$ cat src/verilog/strap_cfg_pkg.sv
// Constants for the reset strap configuration latch
package strap_cfg_pkg;
    // Secondary bus address pin range (half-word address)
    localparam int ADDR_MSB = 20;
    localparam int ADDR_LSB = 1;
    // Strap field positions on the address pins
    localparam int POS_ENDIAN    = 20;
    localparam int POS_BOOT_HI   = 19;
    localparam int POS_BOOT_LO   = 18;
    localparam int POS_PRI_HI    = 17;
    localparam int POS_PRI_LO    = 16;
    localparam int POS_SEC_HI    = 15;
    localparam int POS_SEC_LO    = 14;
    localparam int POS_AUTOINIT  = 13;
    localparam int POS_ATM       = 11;
    // Boot source codes
    typedef enum logic [1:0] {
        BOOT_NONE     = 2'h0,
        BOOT_HOST     = 2'h1,
        BOOT_ROM8     = 2'h2,
        BOOT_RESERVED = 2'h3
    } boot_mode_t;
    // Memory interface clock source codes
    typedef enum logic [1:0] {
        CLK_EXT_IN   = 2'h0,
        CLK_CPU_DIV4 = 2'h1,
        CLK_CPU_DIV6 = 2'h2,
        CLK_RESERVED = 2'h3
    } clk_sel_t;
    // Register map (byte addresses)
    localparam int          REG_AW      = 4;
    localparam logic [3:0]  REG_STATUS  = 4'h0;
    localparam logic [3:0]  REG_CTRL    = 4'h4;
    localparam logic [3:0]  REG_ADDR    = 4'h8;
    // Status register layout
    localparam int ST_ENDIAN   = 0;
    localparam int ST_BOOT_LO  = 1;
    localparam int ST_PRI_LO   = 3;
    localparam int ST_SEC_LO   = 5;
    localparam int ST_AUTOINIT = 7;
    localparam int ST_ATM      = 8;
    localparam int ST_RSVD     = 9;
    // Control register layout and reset value
    localparam int          CTRL_DRIVE     = 0;
    localparam logic        CTRL_DRIVE_RST = 1'b1;
    localparam logic [19:0] ADDR_RST       = 20'h00000;
    localparam logic [31:0] RD_ZERO        = 32'h00000000;
endpackage
$ cat src/verilog/reset_strap_config_latch.sv
// Reset strap configuration latch on the secondary bus address pins
//
// Implementation choices: the address map and strobed register access.
`timescale 1ns/10ps
module reset_strap_config_latch (
    // Clock and reset
    input  wire logic                        clk,
    input  wire logic                        sys_rst,
    // Register port
    input  wire logic [strap_cfg_pkg::REG_AW-1:0] reg_addr,
    input  wire logic [31:0]                 reg_wdata,
    input  wire logic                        reg_wr,
    input  wire logic                        reg_rd,
    output logic [31:0]                      reg_rdata,
    // Secondary bus address pins
    input  wire logic [20:1]                 secondary_bus_address_in,
    output logic [20:1]                      secondary_bus_address_out,
    output logic                             secondary_bus_address_oe,
    // Captured configuration
    output logic                             little_endian,
    output strap_cfg_pkg::boot_mode_t        boot_mode,
    output strap_cfg_pkg::clk_sel_t          primary_bus_clock_source_sel,
    output strap_cfg_pkg::clk_sel_t          secondary_bus_clock_source_sel,
    output logic                             host_port_eeprom_autoinit,
    output logic                             atm_cell_port_enable,
    output logic                             serial_port_one_enable,
    output logic                             strap_reserved
);
    logic        drive_q;
    logic [20:1] addr_q;

    // True when a two-bit code is the reserved one
    function automatic logic is_rsvd(input logic [1:0] code);
        is_rsvd = (code == strap_cfg_pkg::CLK_RESERVED);
    endfunction

    // Sample straps every reset cycle; last sample stands at release
    always_ff @(posedge clk) begin
        if (sys_rst) begin
            little_endian <= secondary_bus_address_in[strap_cfg_pkg::POS_ENDIAN];
            boot_mode <= strap_cfg_pkg::boot_mode_t'(
                secondary_bus_address_in[strap_cfg_pkg::POS_BOOT_HI:
                                         strap_cfg_pkg::POS_BOOT_LO]);
            primary_bus_clock_source_sel <= strap_cfg_pkg::clk_sel_t'(
                secondary_bus_address_in[strap_cfg_pkg::POS_PRI_HI:
                                         strap_cfg_pkg::POS_PRI_LO]);
            secondary_bus_clock_source_sel <= strap_cfg_pkg::clk_sel_t'(
                secondary_bus_address_in[strap_cfg_pkg::POS_SEC_HI:
                                         strap_cfg_pkg::POS_SEC_LO]);
            host_port_eeprom_autoinit <=
                secondary_bus_address_in[strap_cfg_pkg::POS_AUTOINIT];
            atm_cell_port_enable   <= secondary_bus_address_in[strap_cfg_pkg::POS_ATM];
            serial_port_one_enable <= ~secondary_bus_address_in[strap_cfg_pkg::POS_ATM];
            // Any of the three two-bit fields at its reserved code raises the flag
            strap_reserved <= is_rsvd(secondary_bus_address_in[strap_cfg_pkg::POS_BOOT_HI:
                                                                strap_cfg_pkg::POS_BOOT_LO])
                            | is_rsvd(secondary_bus_address_in[strap_cfg_pkg::POS_PRI_HI:
                                                                strap_cfg_pkg::POS_PRI_LO])
                            | is_rsvd(secondary_bus_address_in[strap_cfg_pkg::POS_SEC_HI:
                                                                strap_cfg_pkg::POS_SEC_LO]);
        end
    end

    // Control and address registers written by software
    always_ff @(posedge clk) begin
        if (sys_rst) begin
            drive_q <= strap_cfg_pkg::CTRL_DRIVE_RST;
            addr_q  <= strap_cfg_pkg::ADDR_RST;
        end else if (reg_wr) begin
            if (reg_addr == strap_cfg_pkg::REG_CTRL)
                drive_q <= reg_wdata[strap_cfg_pkg::CTRL_DRIVE];
            if (reg_addr == strap_cfg_pkg::REG_ADDR)
                addr_q <= reg_wdata[19:0];
        end
    end

    // Pin drivers: floated in reset, driven with the half-word address after it while drive_q is set
    always_ff @(posedge clk) begin
        if (sys_rst) begin
            secondary_bus_address_oe  <= 1'b0;
            secondary_bus_address_out <= strap_cfg_pkg::ADDR_RST;
        end else begin
            secondary_bus_address_oe  <= drive_q;
            secondary_bus_address_out <= addr_q;
        end
    end

    // Read data, valid the cycle after the read strobe; unmapped reads zero
    always_ff @(posedge clk) begin
        if (sys_rst) begin
            reg_rdata <= strap_cfg_pkg::RD_ZERO;
        end else begin
            reg_rdata <= strap_cfg_pkg::RD_ZERO;
            if (reg_rd) begin
                case (reg_addr)
                    strap_cfg_pkg::REG_STATUS: begin
                        reg_rdata[strap_cfg_pkg::ST_ENDIAN] <= little_endian;
                        reg_rdata[strap_cfg_pkg::ST_BOOT_LO +: 2] <= boot_mode;
                        reg_rdata[strap_cfg_pkg::ST_PRI_LO +: 2] <= primary_bus_clock_source_sel;
                        reg_rdata[strap_cfg_pkg::ST_SEC_LO +: 2] <=
                            secondary_bus_clock_source_sel;
                        reg_rdata[strap_cfg_pkg::ST_AUTOINIT] <= host_port_eeprom_autoinit;
                        reg_rdata[strap_cfg_pkg::ST_ATM] <= atm_cell_port_enable;
                        reg_rdata[strap_cfg_pkg::ST_RSVD] <= strap_reserved;
                    end
                    strap_cfg_pkg::REG_CTRL: begin
                        reg_rdata[strap_cfg_pkg::CTRL_DRIVE] <= drive_q;
                    end
                    strap_cfg_pkg::REG_ADDR: begin
                        reg_rdata[19:0] <= addr_q;
                    end
                    default: begin
                        reg_rdata <= strap_cfg_pkg::RD_ZERO;
                    end
                endcase
            end
        end
    end

    // Checks on the pins and the captured straps
    chk_pins_float_reset: assert property (@(posedge clk)
        sys_rst |=> !secondary_bus_address_oe)
        else $error("address pins driven during reset");
    chk_pins_drive_after: assert property (@(posedge clk) disable iff (sys_rst)
        $fell(sys_rst) |=> secondary_bus_address_oe)
        else $error("address pins not driven after reset");
    chk_endian_capture: assert property (@(posedge clk) disable iff (sys_rst)
        $fell(sys_rst) |-> little_endian == $past(secondary_bus_address_in[20]))
        else $error("byte order not captured from bit 20");
    chk_boot_capture: assert property (@(posedge clk) disable iff (sys_rst)
        $fell(sys_rst) |-> boot_mode == $past(secondary_bus_address_in[19:18]))
        else $error("boot source not captured from bits 19:18");
    chk_pri_clk_capture: assert property (@(posedge clk) disable iff (sys_rst)
        $fell(sys_rst) |->
        primary_bus_clock_source_sel == $past(secondary_bus_address_in[17:16]))
        else $error("primary clock select not captured");
    chk_sec_clk_capture: assert property (@(posedge clk) disable iff (sys_rst)
        $fell(sys_rst) |->
        secondary_bus_clock_source_sel == $past(secondary_bus_address_in[15:14]))
        else $error("secondary clock select not captured");
    chk_autoinit_capture: assert property (@(posedge clk) disable iff (sys_rst)
        $fell(sys_rst) |-> host_port_eeprom_autoinit == $past(secondary_bus_address_in[13]))
        else $error("auto-initialisation not captured from bit 13");
    chk_atm_port_excl: assert property (@(posedge clk) disable iff (sys_rst)
        $fell(sys_rst) |-> atm_cell_port_enable == $past(secondary_bus_address_in[11])
        && serial_port_one_enable != atm_cell_port_enable)
        else $error("cell port and serial port one not exclusive");
    chk_straps_held: assert property (@(posedge clk) disable iff (sys_rst)
        !$past(sys_rst) |-> $stable(boot_mode) && $stable(little_endian)
        && $stable(atm_cell_port_enable) && $stable(primary_bus_clock_source_sel)
        && $stable(secondary_bus_clock_source_sel))
        else $error("straps changed outside reset");

    // Flags that the held check above leaves out must not move either
    chk_flags_held: assert property (@(posedge clk) disable iff (sys_rst)
        !$past(sys_rst) |-> $stable(host_port_eeprom_autoinit)
        && $stable(serial_port_one_enable) && $stable(strap_reserved))
        else $error("strap flags changed outside reset");

    // Reserved flag taken from the same pin sample as the fields
    chk_rsvd_capture: assert property (@(posedge clk) disable iff (sys_rst)
        $fell(sys_rst) |-> strap_reserved == (($past(secondary_bus_address_in[19:18]) == 2'h3)
        || ($past(secondary_bus_address_in[17:16]) == 2'h3)
        || ($past(secondary_bus_address_in[15:14]) == 2'h3)))
        else $error("reserved flag not captured");

    // Cell port and serial port one never both on, nor both off
    chk_ports_exclusive: assert property (@(posedge clk) disable iff (sys_rst)
        !$past(sys_rst) |-> serial_port_one_enable != atm_cell_port_enable)
        else $error("cell port and serial port one enables agree");

    // Address output parked at its reset value while straps are sampled
    chk_pins_out_reset: assert property (@(posedge clk)
        sys_rst |=> secondary_bus_address_out == strap_cfg_pkg::ADDR_RST)
        else $error("address output not parked during reset");

    // Pin enable follows the drive control one cycle later
    chk_oe_follows_ctrl: assert property (@(posedge clk) disable iff (sys_rst)
        !sys_rst |=> secondary_bus_address_oe == $past(drive_q))
        else $error("pin enable does not follow drive control");

    // Pins carry the programmed half-word address one cycle later
    chk_addr_follows_reg: assert property (@(posedge clk) disable iff (sys_rst)
        !sys_rst |=> secondary_bus_address_out == $past(addr_q))
        else $error("address pins do not follow address register");

    // Read data stands for one cycle only and is zero otherwise
    chk_rdata_idle: assert property (@(posedge clk) disable iff (sys_rst)
        !reg_rd |=> reg_rdata == strap_cfg_pkg::RD_ZERO)
        else $error("read data not zero without a read");

    // Status read returns the captured byte order, cell port, auto-initialisation and reserved bits
    chk_status_read: assert property (@(posedge clk) disable iff (sys_rst)
        reg_rd && reg_addr == strap_cfg_pkg::REG_STATUS |=>
        reg_rdata[strap_cfg_pkg::ST_ENDIAN] == $past(little_endian)
        && reg_rdata[strap_cfg_pkg::ST_ATM] == $past(atm_cell_port_enable)
        && reg_rdata[strap_cfg_pkg::ST_AUTOINIT] == $past(host_port_eeprom_autoinit)
        && reg_rdata[strap_cfg_pkg::ST_RSVD] == $past(strap_reserved))
        else $error("status read does not match captured straps");

    // Control read returns the drive enable
    chk_ctrl_read: assert property (@(posedge clk) disable iff (sys_rst)
        reg_rd && reg_addr == strap_cfg_pkg::REG_CTRL |=>
        reg_rdata == {31'h0, $past(drive_q)})
        else $error("control read does not match drive enable");

    // Address read returns the programmed half-word address
    chk_addr_read: assert property (@(posedge clk) disable iff (sys_rst)
        reg_rd && reg_addr == strap_cfg_pkg::REG_ADDR |=>
        reg_rdata == {12'h0, $past(addr_q)})
        else $error("address read does not match address register");

    // Unmapped addresses read as zero
    chk_unmapped_read: assert property (@(posedge clk) disable iff (sys_rst)
        reg_rd && reg_addr != strap_cfg_pkg::REG_STATUS
        && reg_addr != strap_cfg_pkg::REG_CTRL
        && reg_addr != strap_cfg_pkg::REG_ADDR |=>
        reg_rdata == strap_cfg_pkg::RD_ZERO)
        else $error("unmapped read not zero");

    // Release always hands the pins back to the drive enable reset value
    chk_oe_reset_value: assert property (@(posedge clk) disable iff (sys_rst)
        $fell(sys_rst) |-> drive_q == strap_cfg_pkg::CTRL_DRIVE_RST)
        else $error("drive enable not at its reset value on release");
endmodule

$ cat config.mk
export PLATFORM = sky130hd
export DESIGN_NAME = reset_strap_config_latch
export DESIGN_NICKNAME = d
export VERILOG_FILES = /design/src/verilog/strap_cfg_pkg.sv /design/src/verilog/reset_strap_config_latch.sv
export SDC_FILE = /design/constraint.sdc
export NUM_CORES = 1
export LEC_CHECK = 0
export BUFFER_PORTS_ARGS = -buffer_cell sky130_fd_sc_hd__buf_2
export CAP_MARGIN = 30
export CORE_MARGIN = 1
export CORE_UTILIZATION = 45
export DETAILED_ROUTE_END_ITERATION = 10
export GPL_TIMING_DRIVEN = 1
export PLACE_DENSITY_LB_ADDON = 0.08
export SETUP_SLACK_MARGIN = 0.5
export SYNTH_ARGS = -nofsm -noshare
export SYNTH_HDL_FRONTEND = slang
export SYNTH_SLANG_ARGS = --single-unit
$ cat constraint.sdc
create_clock -name clk -period 2.17 [get_ports clk]
set_clock_uncertainty 0.1 [all_clocks]
set_input_delay 0.434 -clock clk [delete_from_list [all_inputs] [get_ports clk]]
set_output_delay 0.434 -clock clk [all_outputs]
set_load 0.02 [all_outputs]
==> results of run 1 <==
==> worst max path at each step <==
stage	end	cells after the start	start
floorplan	reg_rdata[10]$_SDFF_PP0_	4	reg_addr[1]
global placement	reg_rdata[14]$_SDFF_PP0_	5	reg_addr[1]
detailed placement	addr_q[14]$_SDFFE_PP0P_	5	reg_addr[1]
CTS	addr_q[18]$_SDFFE_PP0P_	5	reg_addr[1]
global route	addr_q[18]$_SDFFE_PP0P_	5	reg_addr[1]
finish	addr_q[18]$_SDFFE_PP0P_	5	reg_addr[1]
==> cell usage after synthesis, drive strengths merged <==
cell	count	area, um^2
a21boi	1	7.51
a311o	1	10.0
or4b	1	13.8
nor2b	43	269
inv	2	7.51
mux2	20	225
a222oi	1	10.0
a21oi	1	5.00
conb	1	3.75
clkbuf	1	3.75
and2	10	62.6
a22o	9	78.8
edfxtp	11	330
mux2i	1	10.0
nand2	2	7.51
or2	1	6.26
buf	18	126
nor3	1	10.0
dfxtp	62	1240
nor3b	2	26.3
==> per-stage QoR <==
stage,cells,total power [uW],setup slack (ns),instance area (um^2),hold WS (ns)
6_report,360,2540,0.687,3120,0.179
5_1_grt,360,2650,0.613,3120,0.161
4_1_cts,360,2570,0.697,3120,0.162
3_5_place_dp,344,1600,0.350,2930,0.331
3_3_place_gp,344,1600,0.345,2930,0.327
2_1_floorplan,200,1550,0.412,2500,0.321
==> cell type report <==
type,count,area share [%]
clock inverter,2,0.321
inverter,2,0.241
sequential,73,50.4
timing repair buffer,93,15.3
multi-input combinational,106,25.3
clock buffer,14,5.58
tap,70,2.81
==> sequential cells by signal (all words and copies together) (netlist names) <==
signal	flops
secondary_bus_address_oe	1
strap_reserved	1
atm_cell_port_enable	1
reg_rdata	20
drive_q	1
host_port_eeprom_autoinit	1
primary_bus_clock_source_sel	2
little_endian	1
boot_mode	2
addr_q	20
secondary_bus_address_out	20
serial_port_one_enable	1
secondary_bus_clock_source_sel	2
==> cell families (layout without fill, tap and decap cells) <==
group / Yosys count / in the layout
and+or+nand+nor: 60 / 60
AOI/OAI and AO/OA: 13 / 13
buffers and inverters: 21 / 111
DFF: 73 / 73
other: 1 / 12
muxes: 21 / 21
==> layer usage <==
| metal | global-route usage, % | part of all wire (%) |
|---|---|---|
| met1 | 19.0 | 45 |
| met2 | 24.8 | 46 |
| met3 | 6.35 | 7.4 |
| met4 | 9.26 | 1.9 |
| met5 | 0 | 0 |
==> worst max-delay path, stage by stage <==
cell and delay [ns]:
buf_2 0.10, nor3b_1 0.37, nand2_1 0.09, buf_4 0.24, mux2_1 0.34
==> power by group <==
part	switching, uW	leakage (uW)	internal [uW]
registers	11.4	0.000608	1400
logic	97.5	0.000804	61.9
clock network	452	0.0000956	514
total	561	0.00151	1980
==> flow_metrics.env, run 1 <==
export IMPL_drtPass1Iterations=4
export IMPL_drt_wl_total_mm=4.23
export IMPL_rows=26
export IMPL_drive_gt1_share_pct=37.6
export IMPL_hold_buffers=0
export IMPL_io_pin_count=124
export IMPL_htreeDepth=3
export IMPL_status="finished, final reports clean"
export IMPL_synth_xor_area_share_pct=0
export IMPL_path_max_fanout=20
export IMPL_clock_sinks=73
export IMPL_synth_simple_area_share_pct=16.1
export IMPL_synth_compound_area_share_pct=4.54
export IMPL_ys_ff_latch=73
export IMPL_place_port_buffers=88
export IMPL_cp_required_ns=2.28
export IMPL_multiInputGateArea_um2=787
export IMPL_grt_max_degree=54
export IMPL_place_congestion=0.705
export IMPL_rsz0062_at_grt="false"
export IMPL_max_freq_ghz=0.674
export IMPL_min_path_type="in2reg"
export IMPL_path_class="in2reg"
export IMPL_dieWidth_um=75.9
export IMPL_layout_commonest_cell="buf_2"
export IMPL_tns_ns=0
export IMPL_antenna_found_initial=0
export IMPL_synth_top_family_by_area="simple AND/OR/NAND/NOR gates"
export IMPL_wire_per_inst_um=11.7
export IMPL_whs_path_depth=1
export IMPL_maxCapViolCount=0
export IMPL_start_util_pct=47.5
export IMPL_rr_worst_depth=2
export IMPL_cts_buffers=9
export IMPL_slew_viol_final=0
export IMPL_cp_end_kind="flop"
export IMPL_yosysWarningCount=0
export IMPL_hold_violations=0
export IMPL_place_hpwl_mm=2.95
export IMPL_hold_start="secondary_bus_address_in[13]"
export IMPL_ys_seq_area_share_pct=64.0
export IMPL_syn_avg_cell_area_um2=13.0
export IMPL_post_cts_buffers=0
export IMPL_synth_adder_area_share_pct=0
export IMPL_vias=1587
export IMPL_ys_types=23
export IMPL_nets=345
export IMPL_grt_pass1_vias=1472
export IMPL_p_leak_uw=0.00151
export IMPL_dieHeight_um=75.9
export IMPL_power_density_nw_per_um2=815
export IMPL_final_cell_mix="buf_2, dfxtp_1, nor2b_1"
export IMPL_die_area_um2=5750
export IMPL_finalSetupViolCount=0
export IMPL_drt_first_iter_violations=45
export IMPL_cts_tree="yes"
export IMPL_worst_pin_slew_ns=0.548
export IMPL_grt_pass1_wl_mm=6.45
export IMPL_path_clk_slew_ns=0.07
export IMPL_drc=0
export IMPL_core_um2=5170
export IMPL_holdPathEnd="host_port_eeprom_autoinit$_DFFE_PP_"
export IMPL_globalRouteTotalUtil_pct=16.1
export IMPL_clock_path_buffers=2
export IMPL_synthCells=189
export IMPL_r2r_start="drive_q$_SDFFE_PP1P_"
export IMPL_clock_latency_ns=0.33
export IMPL_n_antenna_cell=0
export IMPL_synth_area_mux_share_pct=9.58
export IMPL_relSlewSlack_pct=63.5
export IMPL_cts_resized_gates=0
export IMPL_syn_to_final_growth_pct=26.9
export IMPL_ctsRootBufferMaster="clkbuf_8"
export IMPL_r2r_setup_slack_ns=1.19
export IMPL_worstReg2RegEnd="drive_q$_SDFFE_PP1P_"
export IMPL_syn_area_um2=2450
export IMPL_viasPerCell=4.41
export IMPL_ir_drop_v=0.000631
export IMPL_crit_arrival_ns=1.59
export IMPL_fin_crit_ns=1.48
export IMPL_min_period_over_period_pct=68.3
export IMPL_overflow=0
export IMPL_crit_path_start_kind="primary input"
export IMPL_seq_area_um2=1570
export IMPL_fin_util_pct=60.2
export IMPL_fillCellCount=439
export IMPL_ant_nets=0
Power figures use the tool's default switching activity.
==> inputs of run 2 (changes only) <==
- clock period: 2.17 -> 1.4 ns (I/O delays scaled with it)
==> flow_metrics.env, run 2 (same netlist as run 1, synthesis figures left out) <==
export IMPL_status="finished, final reports clean"
export IMPL_drive_gt1_share_pct=61.9
export IMPL_rsz0062_at_grt="true"
export IMPL_power_density_nw_per_um2=1040
export IMPL_dpl_cell_count=349
export IMPL_ant_nets=0
export IMPL_drtPass1Iterations=4
export IMPL_io_pin_count=124
export IMPL_layout_commonest_cell="buf_6"
export IMPL_path_clk_slew_ns=0.07
export IMPL_finalSetupViolCount=0
export IMPL_nets=366
export IMPL_vias=1681
export IMPL_fin_crit_ns=1.31
export IMPL_cts_buffers=9
export IMPL_die_area_um2=5750
export IMPL_fin_cells=380
export IMPL_path_class="in2reg"
export IMPL_wire_per_inst_um=12.9
export IMPL_n_antenna_cell=0
export IMPL_hold_buffers=0
export IMPL_syn_to_final_growth_pct=55.1
export IMPL_cp_end_kind="flop"
export IMPL_core_um2=5170
export IMPL_maxCapViolCount=0
export IMPL_min_period_over_period_pct=93.6
export IMPL_crit_path_start_kind="primary input"
export IMPL_multiInputGateArea_um2=881
export IMPL_drt_wl_total_mm=4.89
export IMPL_place_congestion=0.716
export IMPL_slew_viol_final=0
export IMPL_crit_arrival_ns=1.48
export IMPL_path_max_fanout=12
export IMPL_rows=26
export IMPL_cts_tree="yes"
export IMPL_ir_drop_v=0.000936
export IMPL_p_leak_uw=0.00178
export IMPL_min_path_type="in2reg"
export IMPL_reg_top3="addr_q x20, reg_rdata x20, secondary_bus_address_out x20"
export IMPL_viasPerCell=4.42
export IMPL_antenna_found_initial=0
export IMPL_globalRouteTotalUtil_pct=17.3
export IMPL_place_hpwl_mm=2.99
export IMPL_hold_slack_ns=0.0182
export IMPL_dieHeight_um=75.9
export IMPL_clock_latency_ns=0.33
export IMPL_max_freq_ghz=0.763
export IMPL_grt_pass1_wl_mm=7.08
export IMPL_drc=0
export IMPL_grt_pass1_vias=1578
export IMPL_seq_area_um2=1620
export IMPL_overflow=0
export IMPL_cp_required_ns=1.57
export IMPL_grt_max_degree=54
export IMPL_htreeDepth=3
export IMPL_start_util_pct=47.5
export IMPL_ctsRootBufferMaster="clkbuf_8"
export IMPL_clock_sinks=73
export IMPL_dieWidth_um=75.9
export IMPL_place_port_buffers=88
export IMPL_drt_first_iter_violations=84
export IMPL_fillCellCount=354
export IMPL_hold_violations=0
export IMPL_final_cell_mix="buf_6, nor2b_1, dfxtp_2"
export IMPL_clock_path_buffers=2
[run 2: worst max-delay path, cell delays in order]
cell and delay, ns:
buf_6 0.09, or4b_4 0.57, nor3b_4 0.24, buf_6 0.17, a22o_1 0.13
[run 2: cell type report]
cell class,count,share of cell area (%)
timing repair buffer,114,27.5
tap,70,2.30
clock inverter,3,0.427
sequential,73,42.6
inverter,2,0.197
multi-input combinational,106,23.1
clock buffer,12,3.81
[run 2: path summary, 6_finish.rpt]
path | slack, ns | to | start | cells after the start
worst min-delay path | 0.02 | host_port_eeprom_autoinit$_DFFE_PP_ | secondary_bus_address_in[13] | 1
worst max-delay path | 0.09 | reg_rdata[3]$_SDFF_PP0_ | reg_addr[1] | 5
worst min register to register | 0.35 | reg_rdata[15]$_SDFF_PP0_ | addr_q[16]$_SDFFE_PP0P_ | 1
worst max register to register | 0.31 | reg_rdata[9]$_SDFF_PP0_ | strap_reserved$_DFFE_PP_ | 3
[run 2: through the flow]
step	cell area (um^2)	setup slack [ns]	power (uW)	TNS, ns	util (%)
after floorplan	2610	-0.204	2420	-3.15	-
after global placement	3070	-0.255	2510	-7.16	59.4
after detailed placement	3070	-0.266	2510	-7.38	59.4
after CTS	3730	0.101	3960	0	72.0
after global routing	3810	0.0414	4110	0	73.6
final	3810	0.0894	3940	0	73.6
[run 2: power by group]
group | internal [uW] | switching [uW] | total [uW]
sequential | 2170 | 24.7 | 2200
clock | 678 | 698 | 1380
combinational | 194 | 176 | 370
[run 2: metal layers]
metal,routed length (um),global-route usage [%]
met1,2100,21.5
met2,2320,25.3
met3,394,7.80
met4,78,9.26
met5,0,0
[run 2: repair_timing]
item	in CTS	in global routing
resized for setup	139	11
setup buffers	9	4
cloned	2	1
setup endpoints to repair	123	94
pin swaps	3	1
